**config.mk**
```make
export PLATFORM = sky130hd
export DESIGN_NAME = sciot_terminal
export DESIGN_NICKNAME = d
export VERILOG_FILES = /design/src/verilog/sciot_pkg.sv /design/src/verilog/sciot_terminal.sv
export SDC_FILE = /design/constraint.sdc
export NUM_CORES = 1
export LEC_CHECK = 0
export ABC_AREA = 1
export BUFFER_PORTS_ARGS = -buffer_cell sky130_fd_sc_hd__buf_2
export CAP_MARGIN = 20
export CORE_MARGIN = 2
export CORE_UTILIZATION = 43
export DETAILED_ROUTE_END_ITERATION = 16
export MAX_ROUTING_LAYER = met4
export SYNTH_ARGS = -nofsm -noshare
export SYNTH_HDL_FRONTEND = slang
export SYNTH_SLANG_ARGS = --single-unit
```
**constraint.sdc**
```tcl
create_clock -name core_clk -period 2.8 [get_ports core_clk]
set_input_delay 0.7 -clock core_clk [delete_from_list [all_inputs] [get_ports core_clk]]
set_output_delay 0.7 -clock core_clk [all_outputs]
set_load 0.01 [all_outputs]
```
**src/verilog/sciot_pkg.sv**
```systemverilog
/*
 * Shared constants, message codes and carrier structs for the scanner
 * I/O terminal control block.
 * Assumes a single 20 MHz core clock and a synchronous active-high reset.
 */
`default_nettype none
package sciot_pkg;
   // clock and time base
   localparam int CLK_PERIOD_NS = 50;
   localparam int MS_NS         = 1000000;
   localparam int TICK_CYCLES   = (MS_NS + CLK_PERIOD_NS - 1) / CLK_PERIOD_NS;
   localparam int GROUP_HOLD_MS = 1000;
   localparam int PSAVE_ON_MS   = 5000;
   localparam int PSAVE_OFF_MS  = 2000;
   localparam int DEF_HOLD_MS   = 2000;
   localparam int CNT_W         = 16;
   localparam int WORD_W        = 16;
   localparam int ADDR_W        = 8;
   localparam int DATA_W        = 32;
   localparam int NUM_OUT       = 4;
   localparam int NUM_ZONE      = 3;

   // register offsets
   localparam logic [ADDR_W-1:0] CTRL_ADDR   = 8'h00;
   localparam logic [ADDR_W-1:0] HOLD0_ADDR  = 8'h04;
   localparam logic [ADDR_W-1:0] HOLD1_ADDR  = 8'h08;
   localparam logic [ADDR_W-1:0] HOLD2_ADDR  = 8'h0C;
   localparam logic [ADDR_W-1:0] STATUS_ADDR = 8'h10;

   // control register fields
   localparam int CTRL_MODE_BIT  = 0;
   localparam int CTRL_ASSOC_LSB = 1;
   localparam int CTRL_RDY_BIT   = 4;
   localparam int CTRL_ACT_LSB   = 5;
   localparam int CTRL_CAN_LSB   = 8;
   localparam int CTRL_EFF_LSB   = 11;
   localparam int CTRL_GRP_LSB   = 14;
   localparam int CTRL_W         = 18;
   localparam logic [CTRL_W-1:0] CTRL_RESET = 18'h03FFE;

   // status register fields
   localparam int ST_IN_LSB  = 4;
   localparam int ST_SIG_LSB = 8;
   localparam int ST_PS_BIT  = 11;
   localparam int ST_OVR_LSB = 12;
   localparam int ST_GRP_LSB = 16;

   typedef enum logic [2:0] {
      TERMINAL_READ_MSG,
      TERMINAL_SET_MSG,
      TERMINAL_RELEASE_MSG,
      TERMINAL_STATUS_MSG,
      MONITOR_SIGNAL_MSG,
      MONITOR_QUERY_MSG
   } sciot_code_type;

   typedef struct packed {
      sciot_code_type    code;
      logic [WORD_W-1:0] data0;
      logic [WORD_W-1:0] data1;
   } sciot_msg_type;
endpackage
`default_nettype wire

```
**src/verilog/sciot_terminal.sv**
```systemverilog
/*
 * Digital I/O terminal logic: four level inputs, four on/off outputs,
 * host message handling and a small register port for configuration.
 * Assumes raw pins are asynchronous, the zone signals and ready flag come
 * from logic on core_clk, and the host link delivers one message per pulse.
 */
// Summary of operation
// - host zone mode: input_a high cancels, input_b high forces signals
// - input zone mode: four inputs form group 0..15, stable 1 s first
// - host mode: input_c high 5 s enters power save, low 2 s leaves
// - outputs default to ready, alarm, pre-warning, attention, high = on
// - ready output always active high, no hold time
// - active zone output held at least its hold time, 2 s default
// - active level and hold time set per zone output
// - disabled association leaves output unaffected by its signal
// - read with zero words samples terminals, answers status
// - set message gives state and output index, answers status
// - status: outputs bits 0-3, inputs bits 4-7, second word zero
// - host set overrides zone drive until release
// - release with zero words ends override, answers status
// - release that changes any output also sends monitor message
// - monitor query answered with current signal states
// - input_a and input_b levels visible in status read
// - terminal read and control accepted only once ready
// - any signal change sends monitor message: group, states bits 0-5
// - forced effective wins over forced cancel
`timescale 1ns/1ns
`default_nettype none
module sciot_terminal
   import sciot_pkg::*;
#(
   parameter int TICK_DIV = TICK_CYCLES
)(
   input  wire logic                  core_clk,
   input  wire logic                  sys_rst,
   input  wire logic [NUM_OUT-1:0]    pin_in,
   output logic      [NUM_OUT-1:0]    pin_out,
   input  wire logic                  device_ready,
   input  wire logic [NUM_ZONE-1:0]   zone_raw,
   input  wire logic                  cmd_valid,
   input  wire sciot_msg_type         cmd_msg,
   output logic                       reply_valid,
   output sciot_msg_type              reply_msg,
   output logic                       monitor_valid,
   output sciot_msg_type              monitor_msg,
   output logic                       power_save,
   output logic      [3:0]            zone_group,
   input  wire logic [ADDR_W-1:0]     reg_addr,
   input  wire logic [DATA_W-1:0]     reg_wdata,
   input  wire logic                  reg_write,
   input  wire logic                  reg_read,
   output logic      [DATA_W-1:0]     reg_rdata
);
   // synchronisers, tick, qualifiers
   logic [NUM_OUT-1:0] sync1, sync2;
   logic [CNT_W-1:0]   tick_cnt, next_tick_cnt;
   logic               tick;
   logic [CNT_W-1:0]   grp_cnt, next_grp_cnt;
   logic [3:0]         grp_last, next_grp_last;
   logic [3:0]         sel_group, next_sel_group;
   logic [CNT_W-1:0]   ps_cnt, next_ps_cnt;
   logic               next_power_save;
   logic [3:0]         next_zone_group;

   // configuration
   logic [CTRL_W-1:0]  ctrl, next_ctrl;
   logic [CNT_W-1:0]   hold_ms [NUM_ZONE];
   logic [CNT_W-1:0]   next_hold_ms [NUM_ZONE];
   logic               next_rd_pend;
   logic [DATA_W-1:0]  next_rdata;

   wire logic               input_mode = ctrl[CTRL_MODE_BIT];
   wire logic [NUM_ZONE-1:0] assoc = ctrl[CTRL_ASSOC_LSB +: NUM_ZONE];
   wire logic [NUM_ZONE-1:0] act   = ctrl[CTRL_ACT_LSB +: NUM_ZONE];
   wire logic [NUM_ZONE-1:0] canm  = ctrl[CTRL_CAN_LSB +: NUM_ZONE];
   wire logic [NUM_ZONE-1:0] effm  = ctrl[CTRL_EFF_LSB +: NUM_ZONE];

   always_ff @(posedge core_clk) begin
      if (sys_rst) begin
         sync1 <= '0;
         sync2 <= '0;
      end else begin
         sync1 <= pin_in;
         sync2 <= sync1;
      end
   end

   always_comb begin
      tick = (tick_cnt == CNT_W'(TICK_DIV - 1));
      next_tick_cnt = tick ? '0 : tick_cnt + 1'b1;
      next_grp_last = grp_last;
      next_grp_cnt = grp_cnt;
      next_sel_group = sel_group;
      if (sync2 != grp_last) begin
         next_grp_last = sync2;
         next_grp_cnt = '0;
      end else if (tick && grp_cnt != CNT_W'(GROUP_HOLD_MS)) begin
         next_grp_cnt = grp_cnt + 1'b1;
      end
      if (next_grp_cnt == CNT_W'(GROUP_HOLD_MS))
         next_sel_group = grp_last;
      next_zone_group = input_mode ? sel_group : ctrl[CTRL_GRP_LSB +: 4];
      next_ps_cnt = ps_cnt;
      next_power_save = power_save;
      if (input_mode) begin
         next_ps_cnt = '0;
         next_power_save = 1'b0;
      end else if (sync2[2] == power_save) begin
         next_ps_cnt = '0;
      end else if (tick) begin
         next_ps_cnt = ps_cnt + 1'b1;
         if (!power_save && ps_cnt == CNT_W'(PSAVE_ON_MS - 1)) begin
            next_power_save = 1'b1;
            next_ps_cnt = '0;
         end else if (power_save && ps_cnt == CNT_W'(PSAVE_OFF_MS - 1)) begin
            next_power_save = 1'b0;
            next_ps_cnt = '0;
         end
      end
   end

   always_ff @(posedge core_clk) begin
      if (sys_rst) begin
         tick_cnt   <= '0;
         grp_cnt    <= '0;
         grp_last   <= '0;
         sel_group  <= '0;
         ps_cnt     <= '0;
         power_save <= 1'b0;
         zone_group <= CTRL_RESET[CTRL_GRP_LSB +: 4];
      end else begin
         tick_cnt   <= next_tick_cnt;
         grp_cnt    <= next_grp_cnt;
         grp_last   <= next_grp_last;
         sel_group  <= next_sel_group;
         ps_cnt     <= next_ps_cnt;
         power_save <= next_power_save;
         zone_group <= next_zone_group;
      end
   end

   // forced control applies only in host-selected mode
   logic [NUM_ZONE-1:0] zone_sig;
   logic                force_cancel, force_eff;
   assign force_cancel = !input_mode && sync2[0];
   assign force_eff    = !input_mode && sync2[1];
   assign zone_sig = (zone_raw & ~({NUM_ZONE{force_cancel}} & canm))
                   | ({NUM_ZONE{force_eff}} & effm);

   // per-zone minimum active time
   logic [NUM_ZONE-1:0] stretched;
   genvar gi;
   generate
      for (gi = 0; gi < NUM_ZONE; gi++) begin : g_hold
         logic [CNT_W-1:0] hcnt, next_hcnt;
         always_comb begin
            next_hcnt = hcnt;
            if (zone_sig[gi])
               next_hcnt = hold_ms[gi];
            else if (tick && hcnt != '0)
               next_hcnt = hcnt - 1'b1;
         end
         always_ff @(posedge core_clk) begin
            if (sys_rst)
               hcnt <= '0;
            else
               hcnt <= next_hcnt;
         end
         assign stretched[gi] = zone_sig[gi] || hcnt != '0;
      end
   endgenerate

   // output drive and host messages
   logic [NUM_OUT-1:0]  host_val, next_host_val;
   logic [NUM_OUT-1:0]  ovr, next_ovr;
   logic [NUM_OUT-1:0]  next_pin_out, drive;
   logic [NUM_ZONE-1:0] sig_prev;
   logic                next_reply_valid, next_monitor_valid;
   sciot_msg_type       next_reply_msg, next_monitor_msg;
   logic                words_zero, accept;

   always_comb begin
      words_zero = cmd_msg.data0 == '0 && cmd_msg.data1 == '0;
      accept = cmd_valid && device_ready;
      next_ovr = ovr;
      next_host_val = host_val;
      next_reply_valid = 1'b0;
      next_monitor_valid = 1'b0;
      if (accept) begin
         case (cmd_msg.code)
            TERMINAL_READ_MSG: begin
               next_reply_valid = words_zero;
            end
            TERMINAL_SET_MSG: begin
               if (cmd_msg.data0 <= WORD_W'(1)
                   && cmd_msg.data1 < WORD_W'(NUM_OUT)) begin
                  next_ovr[cmd_msg.data1[1:0]] = 1'b1;
                  next_host_val[cmd_msg.data1[1:0]] = cmd_msg.data0[0];
                  next_reply_valid = 1'b1;
               end
            end
            TERMINAL_RELEASE_MSG: begin
               if (words_zero) begin
                  next_ovr = '0;
                  next_reply_valid = 1'b1;
               end
            end
            default: begin
            end
         endcase
      end
      // zone-driven value, or hold the pin when association is off
      drive[0] = ctrl[CTRL_RDY_BIT] ? device_ready : pin_out[0];
      for (int k = 0; k < NUM_ZONE; k++)
         drive[k+1] = assoc[k] ? (stretched[k] ? act[k] : ~act[k])
                               : pin_out[k+1];
      for (int k = 0; k < NUM_OUT; k++)
         next_pin_out[k] = next_ovr[k] ? next_host_val[k] : drive[k];
      next_reply_msg.code = TERMINAL_STATUS_MSG;
      next_reply_msg.data0 = WORD_W'({sync2, next_pin_out});
      next_reply_msg.data1 = '0;
      if (zone_sig != sig_prev)
         next_monitor_valid = 1'b1;
      if (cmd_valid && cmd_msg.code == MONITOR_QUERY_MSG)
         next_monitor_valid = 1'b1;
      if (accept && cmd_msg.code == TERMINAL_RELEASE_MSG && words_zero
          && ovr != '0 && next_pin_out != pin_out)
         next_monitor_valid = 1'b1;
      next_monitor_msg.code = MONITOR_SIGNAL_MSG;
      next_monitor_msg.data0 = WORD_W'(zone_group);
      next_monitor_msg.data1 = '0;
      for (int k = 0; k < NUM_ZONE; k++) begin
         next_monitor_msg.data1[2*k]   = zone_sig[k];
         next_monitor_msg.data1[2*k+1] = zone_sig[k];
      end
   end

   always_ff @(posedge core_clk) begin
      if (sys_rst) begin
         ovr           <= '0;
         host_val      <= '0;
         pin_out       <= '0;
         sig_prev      <= '0;
         reply_valid   <= 1'b0;
         reply_msg     <= '0;
         monitor_valid <= 1'b0;
         monitor_msg   <= '0;
      end else begin
         ovr           <= next_ovr;
         host_val      <= next_host_val;
         pin_out       <= next_pin_out;
         sig_prev      <= zone_sig;
         reply_valid   <= next_reply_valid;
         reply_msg     <= next_reply_msg;
         monitor_valid <= next_monitor_valid;
         monitor_msg   <= next_monitor_msg;
      end
   end

   // register port
   always_comb begin
      next_ctrl = ctrl;
      for (int k = 0; k < NUM_ZONE; k++)
         next_hold_ms[k] = hold_ms[k];
      if (reg_write) begin
         if (reg_addr == CTRL_ADDR)
            next_ctrl = reg_wdata[CTRL_W-1:0];
         else if (reg_addr == HOLD0_ADDR)
            next_hold_ms[0] = reg_wdata[CNT_W-1:0];
         else if (reg_addr == HOLD1_ADDR)
            next_hold_ms[1] = reg_wdata[CNT_W-1:0];
         else if (reg_addr == HOLD2_ADDR)
            next_hold_ms[2] = reg_wdata[CNT_W-1:0];
      end
      next_rdata = '0;
      if (reg_read) begin
         if (reg_addr == CTRL_ADDR)
            next_rdata = DATA_W'(ctrl);
         else if (reg_addr == HOLD0_ADDR)
            next_rdata = DATA_W'(hold_ms[0]);
         else if (reg_addr == HOLD1_ADDR)
            next_rdata = DATA_W'(hold_ms[1]);
         else if (reg_addr == HOLD2_ADDR)
            next_rdata = DATA_W'(hold_ms[2]);
         else if (reg_addr == STATUS_ADDR) begin
            next_rdata[NUM_OUT-1:0] = pin_out;
            next_rdata[ST_IN_LSB +: NUM_OUT] = sync2;
            next_rdata[ST_SIG_LSB +: NUM_ZONE] = zone_sig;
            next_rdata[ST_PS_BIT] = power_save;
            next_rdata[ST_OVR_LSB +: NUM_OUT] = ovr;
            next_rdata[ST_GRP_LSB +: 4] = zone_group;
         end
      end
      next_rd_pend = reg_read;
   end

   always_ff @(posedge core_clk) begin
      if (sys_rst) begin
         ctrl      <= CTRL_RESET;
         reg_rdata <= '0;
         for (int k = 0; k < NUM_ZONE; k++)
            hold_ms[k] <= CNT_W'(DEF_HOLD_MS);
      end else begin
         ctrl      <= next_ctrl;
         reg_rdata <= next_rd_pend ? next_rdata : '0;
         for (int k = 0; k < NUM_ZONE; k++)
            hold_ms[k] <= next_hold_ms[k];
      end
   end
endmodule
`default_nettype wire
```
; Word-level counts from Yosys, hierarchy flattened
; Memories as Yosys holds them, arrays and structs flattened.
; Cells that the tools add are included.
[word_totals]
word_cells = 177
in_bits = 88
regBits = 253
mem_bits_rw = 48
mem_count = 1
output_inout_bits = 113
[classes]
n_lt_le_gt_ge = 4
addsub = 6
muxes = 60
n_eq_ne = 16
bitwise = 16
reduce_logical = 43
[mem_list]
columns = name, depth, width, read_ports, rd_ports_with_merged_regs, wr, line_no
row1 = hold_ms, 3, 16, 3, 0, 3, sciot_terminal.sv:67  ; logic [CNT_W-1:0] hold_ms [NUM_ZONE];
[op_table]
columns = operator, count
row1 = 16-bit 2-to-1 mux, 17
row2 = 48-bit 2-to-1 mux, 2
row3 = 18-bit 2-to-1 mux, 5
row4 = "16-bit by 1-bit adder with 16-bit output, second input constant", 3
row5 = 16-bit nonzero test, 3
row6 = "16-bit by 1-bit subtractor with 16-bit output, second input constant", 3
row7 = 35-bit 2-to-1 mux, 1
row8 = 34-bit 2-to-1 mux, 1
row9 = 16-bit zero test, 2
row10 = 32-bit 2-to-1 mux, 1
row11 = 4-bit 2-to-1 mux, 7
row12 = 1-bit 2-to-1 mux, 22
row13 = 1-bit logical AND, 17
row14 = "16-bit by 10-bit equality test with 1-bit output, second input constant", 1
row15 = "16-bit by 11-bit equality test with 1-bit output, second input constant", 1
row16 = "16-bit by 13-bit equality test with 1-bit output, second input constant", 1
row17 = "16-bit by 15-bit equality test with 1-bit output, second input constant", 1
row18 = "8-bit by 4-bit equality test with 1-bit output, second input constant", 2
row19 = "16-bit by 1-bit <= comparator with 1-bit output, second input constant", 1
row20 = "16-bit by 3-bit < comparator with 1-bit output, second input constant", 1
row21 = "16-bit by 10-bit != test with 1-bit output, second input constant", 1
row22 = 3-bit bitwise AND, 3
row23 = "8-bit by 3-bit equality test with 1-bit output, second input constant", 1
row24 = "8-bit by 5-bit equality test with 1-bit output, second input constant", 1
row25 = other kinds (29), 47

; Depth between registers and ports, before layout
; Gate-level depths: netlist of the first run.
[logic_depth]
depth_word = 13
depth_mapped = 19
mapped_depth_nobuf = 18

; Worst setup path after synthesis of the first run
; No wires, ideal clock.
[synth_path]
kind = input -> register
start = in reg_addr[7]
end = mem hold_ms[1][2], in the netlist hold_ms[0][18]
setup_slack_ps = 593
cell_stages = 13
t_required_ps = 2672
setup_ps = 128
n_path_buf = 1
arrival_time_ps = 2079
cell_sequence = nor2_1 > inv_1 > nor2_1 > inv_1 > nor2_1 > inv_2 > nor3_2 > inv_1 > nor2_1 > inv_1 > clkbuf_1 > o21ai_0 > a21oi_1
[synth_lines]
columns = element, line_no
row1 = "start, declared", sciot_terminal.sv:48  ; input wire logic [ADDR_W-1:0] reg_addr,
row2 = "end, declared", sciot_terminal.sv:67

; Worst setup path after layout of the first run
[layout_path]
start = reg g_hold[2].hcnt[0]
end = reg monitor_valid
[layout_between]
elab_chain_len = 8
[layout_rtl]
columns = element, line_no
row1 = "start, declared", sciot_terminal.sv:155  ; logic [CNT_W-1:0] hcnt, next_hcnt;
row2 = "start signal, assigned", sciot_terminal.sv:167  ; hcnt <= next_hcnt;
row3 = 16-bit nonzero test, sciot_terminal.sv:169  ; assign stretched[gi] = zone_sig[gi] || hcnt != '0;
row4 = 1-bit logical OR, sciot_terminal.sv:169
row5 = 1-bit 2-to-1 mux (2 in a row), sciot_terminal.sv:215  ; drive[k+1] = assoc[k] ? (stretched[k] ? act[k] : ~act[k])
row6 = 1-bit 2-to-1 mux, sciot_terminal.sv:218  ; next_pin_out[k] = next_ovr[k] ? next_host_val[k] : drive[k];
row7 = 4-bit != test, sciot_terminal.sv:227  ; && ovr != '0 && next_pin_out != pin_out)
row8 = 1-bit logical AND, sciot_terminal.sv:227
row9 = 1-bit 2-to-1 mux, sciot_terminal.sv:226  ; if (accept && cmd_msg.code == TERMINAL_RELEASE_MSG && words_zero
row10 = "end signal, assigned", sciot_terminal.sv:255  ; monitor_valid <= next_monitor_valid;
row11 = "end, declared", sciot_terminal.sv:44  ; output logic monitor_valid,
; Every way passes these cells.
; A chain may end at the register's enable or synchronous reset.

==> flow_summary.toml, run 1 <==
[run_status]
status = "completed"

[floorplan]
die-height_um = 169
core-area_um2 = 26900
dieArea_um2 = 28700
num_io_pins = 201
rows = 60
initial_core_util = 0.437
die_width_um = 169

[sta]
period_share = 0.884
slew_headroom = 0.546
setup_viol = 0
drv_slew = 0
fin_setup_tns_ns = 0
rsz0062_at_grt = "no"
hold_viol = 0
period_needed_ns = 2.48
skew_ns = 0.0167
worst_pin_slew_ns = 0.680
fmax_mhz = 404

[worst_setup_path]
cp.arrival_ns = 2.86
criticalPathCategory = "reg -> reg"
critPathLaunchType = "flop"
path_max_fanout = 4
cp_cell_sequence = "inv_1 -> ha_1 -> inv_1 -> nor3_1 -> nand2_1 -> nor2_1 -> nand2_1 -> nand2_1 -> nand3_1 -> o21ai_0 -> nand2_1 -> nand3_1 -> nand3_1 -> nor2_1 -> nand2_1 -> nand2_1 -> a21oi_1"
cp.buffers_inverters = 2
slowest_stage = "dfxtp_1"
end_kind = "flop"
crit_family = "simple AND/OR/NAND/NOR gates"
cp.required_ns = 3.19
slowest_delay_ns = 0.31
crit_top_cell = "nand2_1"

[hold_path]
hold_class = "in -> reg"

[clocking]
clkTransAtPathRegs_ns = 0.06
cts_buffer_depth = 3
postCtsResizedCells = 0
hold_buffers = 0
cts_setup_buffers = 0
htree_levels = 1
ctsRootBufferMaster = "clkbuf_16"
cts_tree = "built"
cts_sinks = 229
clkLatencyLatePin_ns = 0.54
cts_buffers = 26

[placement]
dp_hpwl_um = 25400
place.gp.congestion = 0.912
port_buffers = 125

[yosys]
yosysSeqAreaShare = 0.390
netlist_area_um2 = 11800
yosysMostFrequentCell = "nand2_1"
synth.distinct_cells = 52
synth_top_area_frac = 0.390
ys_seq_elements = 229
synth_top_family_by_area = "simple AND/OR/NAND/NOR gates"
synth-main-ff-cell = "dfxtp_1"
synth-simple-area-share = 0.265
synthAdderAreaFrac = 0.00745
synth.top_cells.by_count = "295 x nand2_1, 269 x nor2_1, 229 x dfxtp_1, 188 x inv_1, 115 x o21ai_0"
avgSynthCellArea_um2 = 6.95
synthXorXnorAreaFrac = 0.0395
synth_enable_flop_cells = 0
synth_compound_area_frac = 0.166
ys_top_cells_by_area = "dfxtp_1 39%, nand2_1 9.4%, nor2_1 8.6%"
syn_inst = 1691
synth_warnings = 0
muxShareOfSynthArea = 0
synth_area_leader_cell = "dfxtp_1"
async_flop_share = 0

[global_routing]
grt_pass1_vias = 10100
grt_pass1_wl_um = 53200
grt_usage = 0.239
grt_max_degree = 94
gr-total-overflow = 0
antenna_found_initial = 0

[layout]
area_delta_synth_final_pct = 13.7
nNetsFinal = 1898
drive_gt1_frac = 0.136
n_antenna_cell = 0

[detailed_routing]
wl_per_cell_um = 15.6
ant_nets = 0
first_pass_iters = 5
drt_iter0_drc = 771
drc = 0
vias = 11000
viasPerCell = 5.10
drt-total-wl_um = 33800

[pwr]
p_leak_nw = 5.78
power_density_nw_per_um2 = 585
ir_drop_mv = 0.389
finalPower_w = 0.00782

[run]
cap_violations = 0
-- power by group --
group          total, W  switching [W]  internal (W)
Sequential      0.00343      0.0000836       0.00335
Combinational  0.000865       0.000569      0.000296
Clock           0.00352        0.00140       0.00212
-- through the flow --
step	instances	util	instance area (µm²)	setup slack, ns	hold WS, ns
after floorplan	1751	-	12000	0.593	0.388
after global placement	2116	0.464	12500	0.0895	0.401
after detailed placement	2116	0.464	12500	0.104	0.399
after CTS	2164	0.497	13400	0.347	0.370
after global routing	2164	0.497	13400	0.00251	0.382
final	2164	0.497	13400	0.325	0.380
-- worst min-delay path, cell delays in order --
cell	delay, ns
buf_2	0.07
inv_1	0.03
nor2_1	0.07
-- sequential cells by signal, summed over array words and instances (netlist names) --
name,count
host_val,4
grp_last,4
g_hold.hcnt,48
ctrl,18
ps_cnt,16
grp_cnt,16
hold_ms,48
pin_out,3
sync1,4
reply_valid,1
ovr,4
zone_group,4
tick_cnt,16
sync2,4
power_save,1
reg_rdata,20
sel_group,4
monitor_msg,7
reply_msg,6
monitor_valid,1
-- path summary, 6_finish.rpt --
kind | from | to | slack [ns] | depth (start not counted)
hold / removal | pin_in[2] | sync1[2] | 0.38 | 3
setup / recovery | g_hold[2].hcnt[0] | monitor_valid | 0.32 | 17
setup reg to reg | g_hold[2].hcnt[0] | monitor_valid | 0.32 | 17
hold reg to reg | sync1[0] | sync2[0] | 0.40 | 2
-- final cells by class --
class | count | area [µm²]
Inverter | 201 | 763
Timing Repair Buffer | 153 | 861
Fill cell | 2762 | 13500
Clock buffer | 35 | 736
Multi-Input combinational cell | 1192 | 5840
Sequential cell | 229 | 4580
Tap cell | 341 | 427
Clock inverter | 13 | 146
-- logic make-up (layout without fill, tap and decap cells) --
logic type / Yosys count / count (layout)
AO/OA/AOI/OAI: 338 / 338
XOR/XNOR: 53 / 53
adder cells (fa/ha/maj): 7 / 7
buffers and inverters: 330 / 402
flip-flops: 229 / 229
other: 1 / 61
AND/OR/NAND/NOR: 733 / 733
-- cells in the final DEF, fill, tap and decap left out, types with 4 or more instances in the layout --
cell type,n
ha_1,7
xnor2_1,16
clkbuf_1,5
dfxtp_1,229
nor3_2,5
buf_2,125
conb_1,61
a211oi_1,8
buf_4,26
nor2_2,6
clkbuf_16,27
nor4_1,7
o21ai_2,5
nand4_1,23
inv_2,10
a31oi_1,15
a21oi_1,113
o22ai_1,11
a21oi_2,5
o21ai_0,115
o211ai_1,31
o21ai_1,10
a221oi_1,10
nor3b_1,4
nand2_2,8
nor3_1,32
nand3_1,73
nor2_1,269
xor2_1,37
inv_1,187
nand2_1,295
clkinv_2,9
-- layer usage --
| layer | share of wire | vias to the layer above | global-route usage |
|---|---|---|---|
| li1 | - | 5607 | - |
| met1 | 0.46 | 5046 | 0.319 |
| met2 | 0.46 | 335 | 0.386 |
| met3 | 0.065 | 40 | 0.0354 |
| met4 | 0.017 | 0 | 0.0539 |
| met5 | 0 | - | - |
Note: power is estimated with default switching activity, not from simulation.
==> inputs of run 2 (changes only) <==
--- a/config.mk
+++ b/config.mk
@@ -10,6 +10,7 @@
 export CAP_MARGIN = 20
 export CORE_MARGIN = 2
 export CORE_UTILIZATION = 43
+export CTS_BUF_LIST = sky130_fd_sc_hd__clkbuf_4 sky130_fd_sc_hd__clkbuf_8
 export DETAILED_ROUTE_END_ITERATION = 16
 export MAX_ROUTING_LAYER = met4
 export SYNTH_ARGS = -nofsm -noshare
==> constraint.sdc (replaced) <==
create_clock -name core_clk -period 3.1 [get_ports core_clk]
set_input_delay 0.775 -clock core_clk [delete_from_list [all_inputs] [get_ports core_clk]]
set_output_delay 0.775 -clock core_clk [all_outputs]
set_load 0.01 [all_outputs]
==> flow_summary.toml, run 2 (synthesis results as in run 1) <==
[run_status]
status = "completed"

[placement]
place.gp.congestion = 0.909
port_buffers = 125
dp_hpwl_um = 25200

[sta]
period_needed_ns = 2.63
period_share = 0.847
fin_setup_tns_ns = 0
rsz0062_at_grt = "no"
drv_slew = 0
skew_ns = 0.0249
setup_viol = 0
fmax_mhz = 381
hold_viol = 0
worst_pin_slew_ns = 0.700
slew_headroom = 0.533

[global_routing]
gr-total-overflow = 0
antenna_found_initial = 0
grt_pass1_vias = 10400
grt_pass1_wl_um = 54200
grt_usage = 0.243
grt_max_degree = 94

[clocking]
cts_sinks = 229
cts_tree = "built"
cts_buffer_depth = 3
clkLatencyLatePin_ns = 0.56
cts_setup_buffers = 0
postCtsResizedCells = 0
hold_buffers = 0
clkTransAtPathRegs_ns = 0.06
ctsRootBufferMaster = "clkbuf_8"
cts_buffers = 43
htree_levels = 2

[worst_setup_path]
path_max_fanout = 17
critPathLaunchType = "flop"
criticalPathCategory = "reg -> reg"
end_kind = "flop"
cp.arrival_ns = 3.05
cp.required_ns = 3.52

[layout]
nNetsFinal = 1909
final_common_cell = "nand2_1"
area_delta_synth_final_pct = 13.4
final_core_util = 0.496
final_cell_mix = "295 x nand2_1, 269 x nor2_1, 229 x dfxtp_1"
drive_gt1_frac = 0.148
reg_top3 = "g_hold.hcnt (48), hold_ms (48), reg_rdata (20)"
fillCellCount = 2740

[floorplan]
die_width_um = 169
core-area_um2 = 26900
num_io_pins = 201
die-height_um = 169
initial_core_util = 0.437
rows = 60
dieArea_um2 = 28700

[detailed_routing]
drt_iter0_drc = 932
viasPerCell = 5.08
first_pass_iters = 5
wl_per_cell_um = 15.4
drt-total-wl_um = 33700
drc = 0
vias = 11100
ant_nets = 0

[pwr]
ir_drop_mv = 0.254
p_leak_nw = 5.78
power_density_nw_per_um2 = 518

[run]
cap_violations = 0

[hold_path]
hold_class = "reg -> reg"
## run 2: changes by cell type in the layout (fill, tap and decap cells not counted), sizes merged
cell	before	now
clkbuf	35	66
inv	198	199
diode	0	1
clkinvlp	1	2
buf	153	147
clkinv	12	8
bufinv	3	0
## run 2: metrics by stage
| step | cell area, µm² | power [W] | hold WS, ns | setup WS (ns) | cells |
|---|---|---|---|---|---|
| 5_1_grt | 13300 | 0.00723 | 0.421 | 0.0461 | 2184 |
| 4_1_cts | 13300 | 0.00697 | 0.404 | 0.424 | 2184 |
| 3_3_place_gp | 12400 | 0.00393 | 0.398 | 0.308 | 2110 |
| 3_5_place_dp | 12400 | 0.00395 | 0.396 | 0.306 | 2110 |
| 2_1_floorplan | 12000 | 0.00376 | 0.388 | 0.818 | 1751 |
| 6_report | 13300 | 0.00691 | 0.401 | 0.474 | 2185 |
## run 2: layout make-up
class                   count  area [µm²]  share of cell area
inverters                 201         763              0.0573
flip-flops and latches    229        4580               0.344
well taps                 341         427              0.0320
repair buffers            147         816              0.0612
multi-input cells        1192        5840               0.438
clock inverters             8        48.8             0.00366
diodes                      1        2.50            0.000188
clock buffers              66         846              0.0635
## run 2: final timing paths
kind | start | endpoint | slack, ns | cells after the start
setup reg to reg | g_hold[2].hcnt[0] | g_hold[2].hcnt[0] | 0.47 | 11
hold reg to reg | sync1[1] | sync2[1] | 0.40 | 2
hold / removal | sync1[1] | sync2[1] | 0.40 | 2
setup / recovery | g_hold[2].hcnt[0] | g_hold[2].hcnt[0] | 0.47 | 11
## run 2: worst max-delay path: stages (launching register included)
cell and delay (ns):
dfxtp_1 0.30, inv_1 0.09, ha_1 0.17, inv_1 0.05, nor3_1 0.26, nand2_1 0.19
nor2_1 0.26, nand2_1 0.13, o21ai_2 0.28, inv_1 0.43, o21ai_0 0.27, a31oi_1 0.06
## run 2: power by group
group	switching, W	total [W]	leakage, nW	internal (W)
clock	0.00129	0.00302	0.473	0.00173
combinational	0.000516	0.000782	3.45	0.000266
sequential	0.0000755	0.00310	1.86	0.00303
## run 2: per-layer routing
metal,vias to the layer above,GRT usage,wire length (µm)
li1,5622,-,-
met1,5117,0.329,15600
met2,306,0.379,15300
met3,55,0.0373,1980
met4,0,0.0687,754
met5,-,-,0
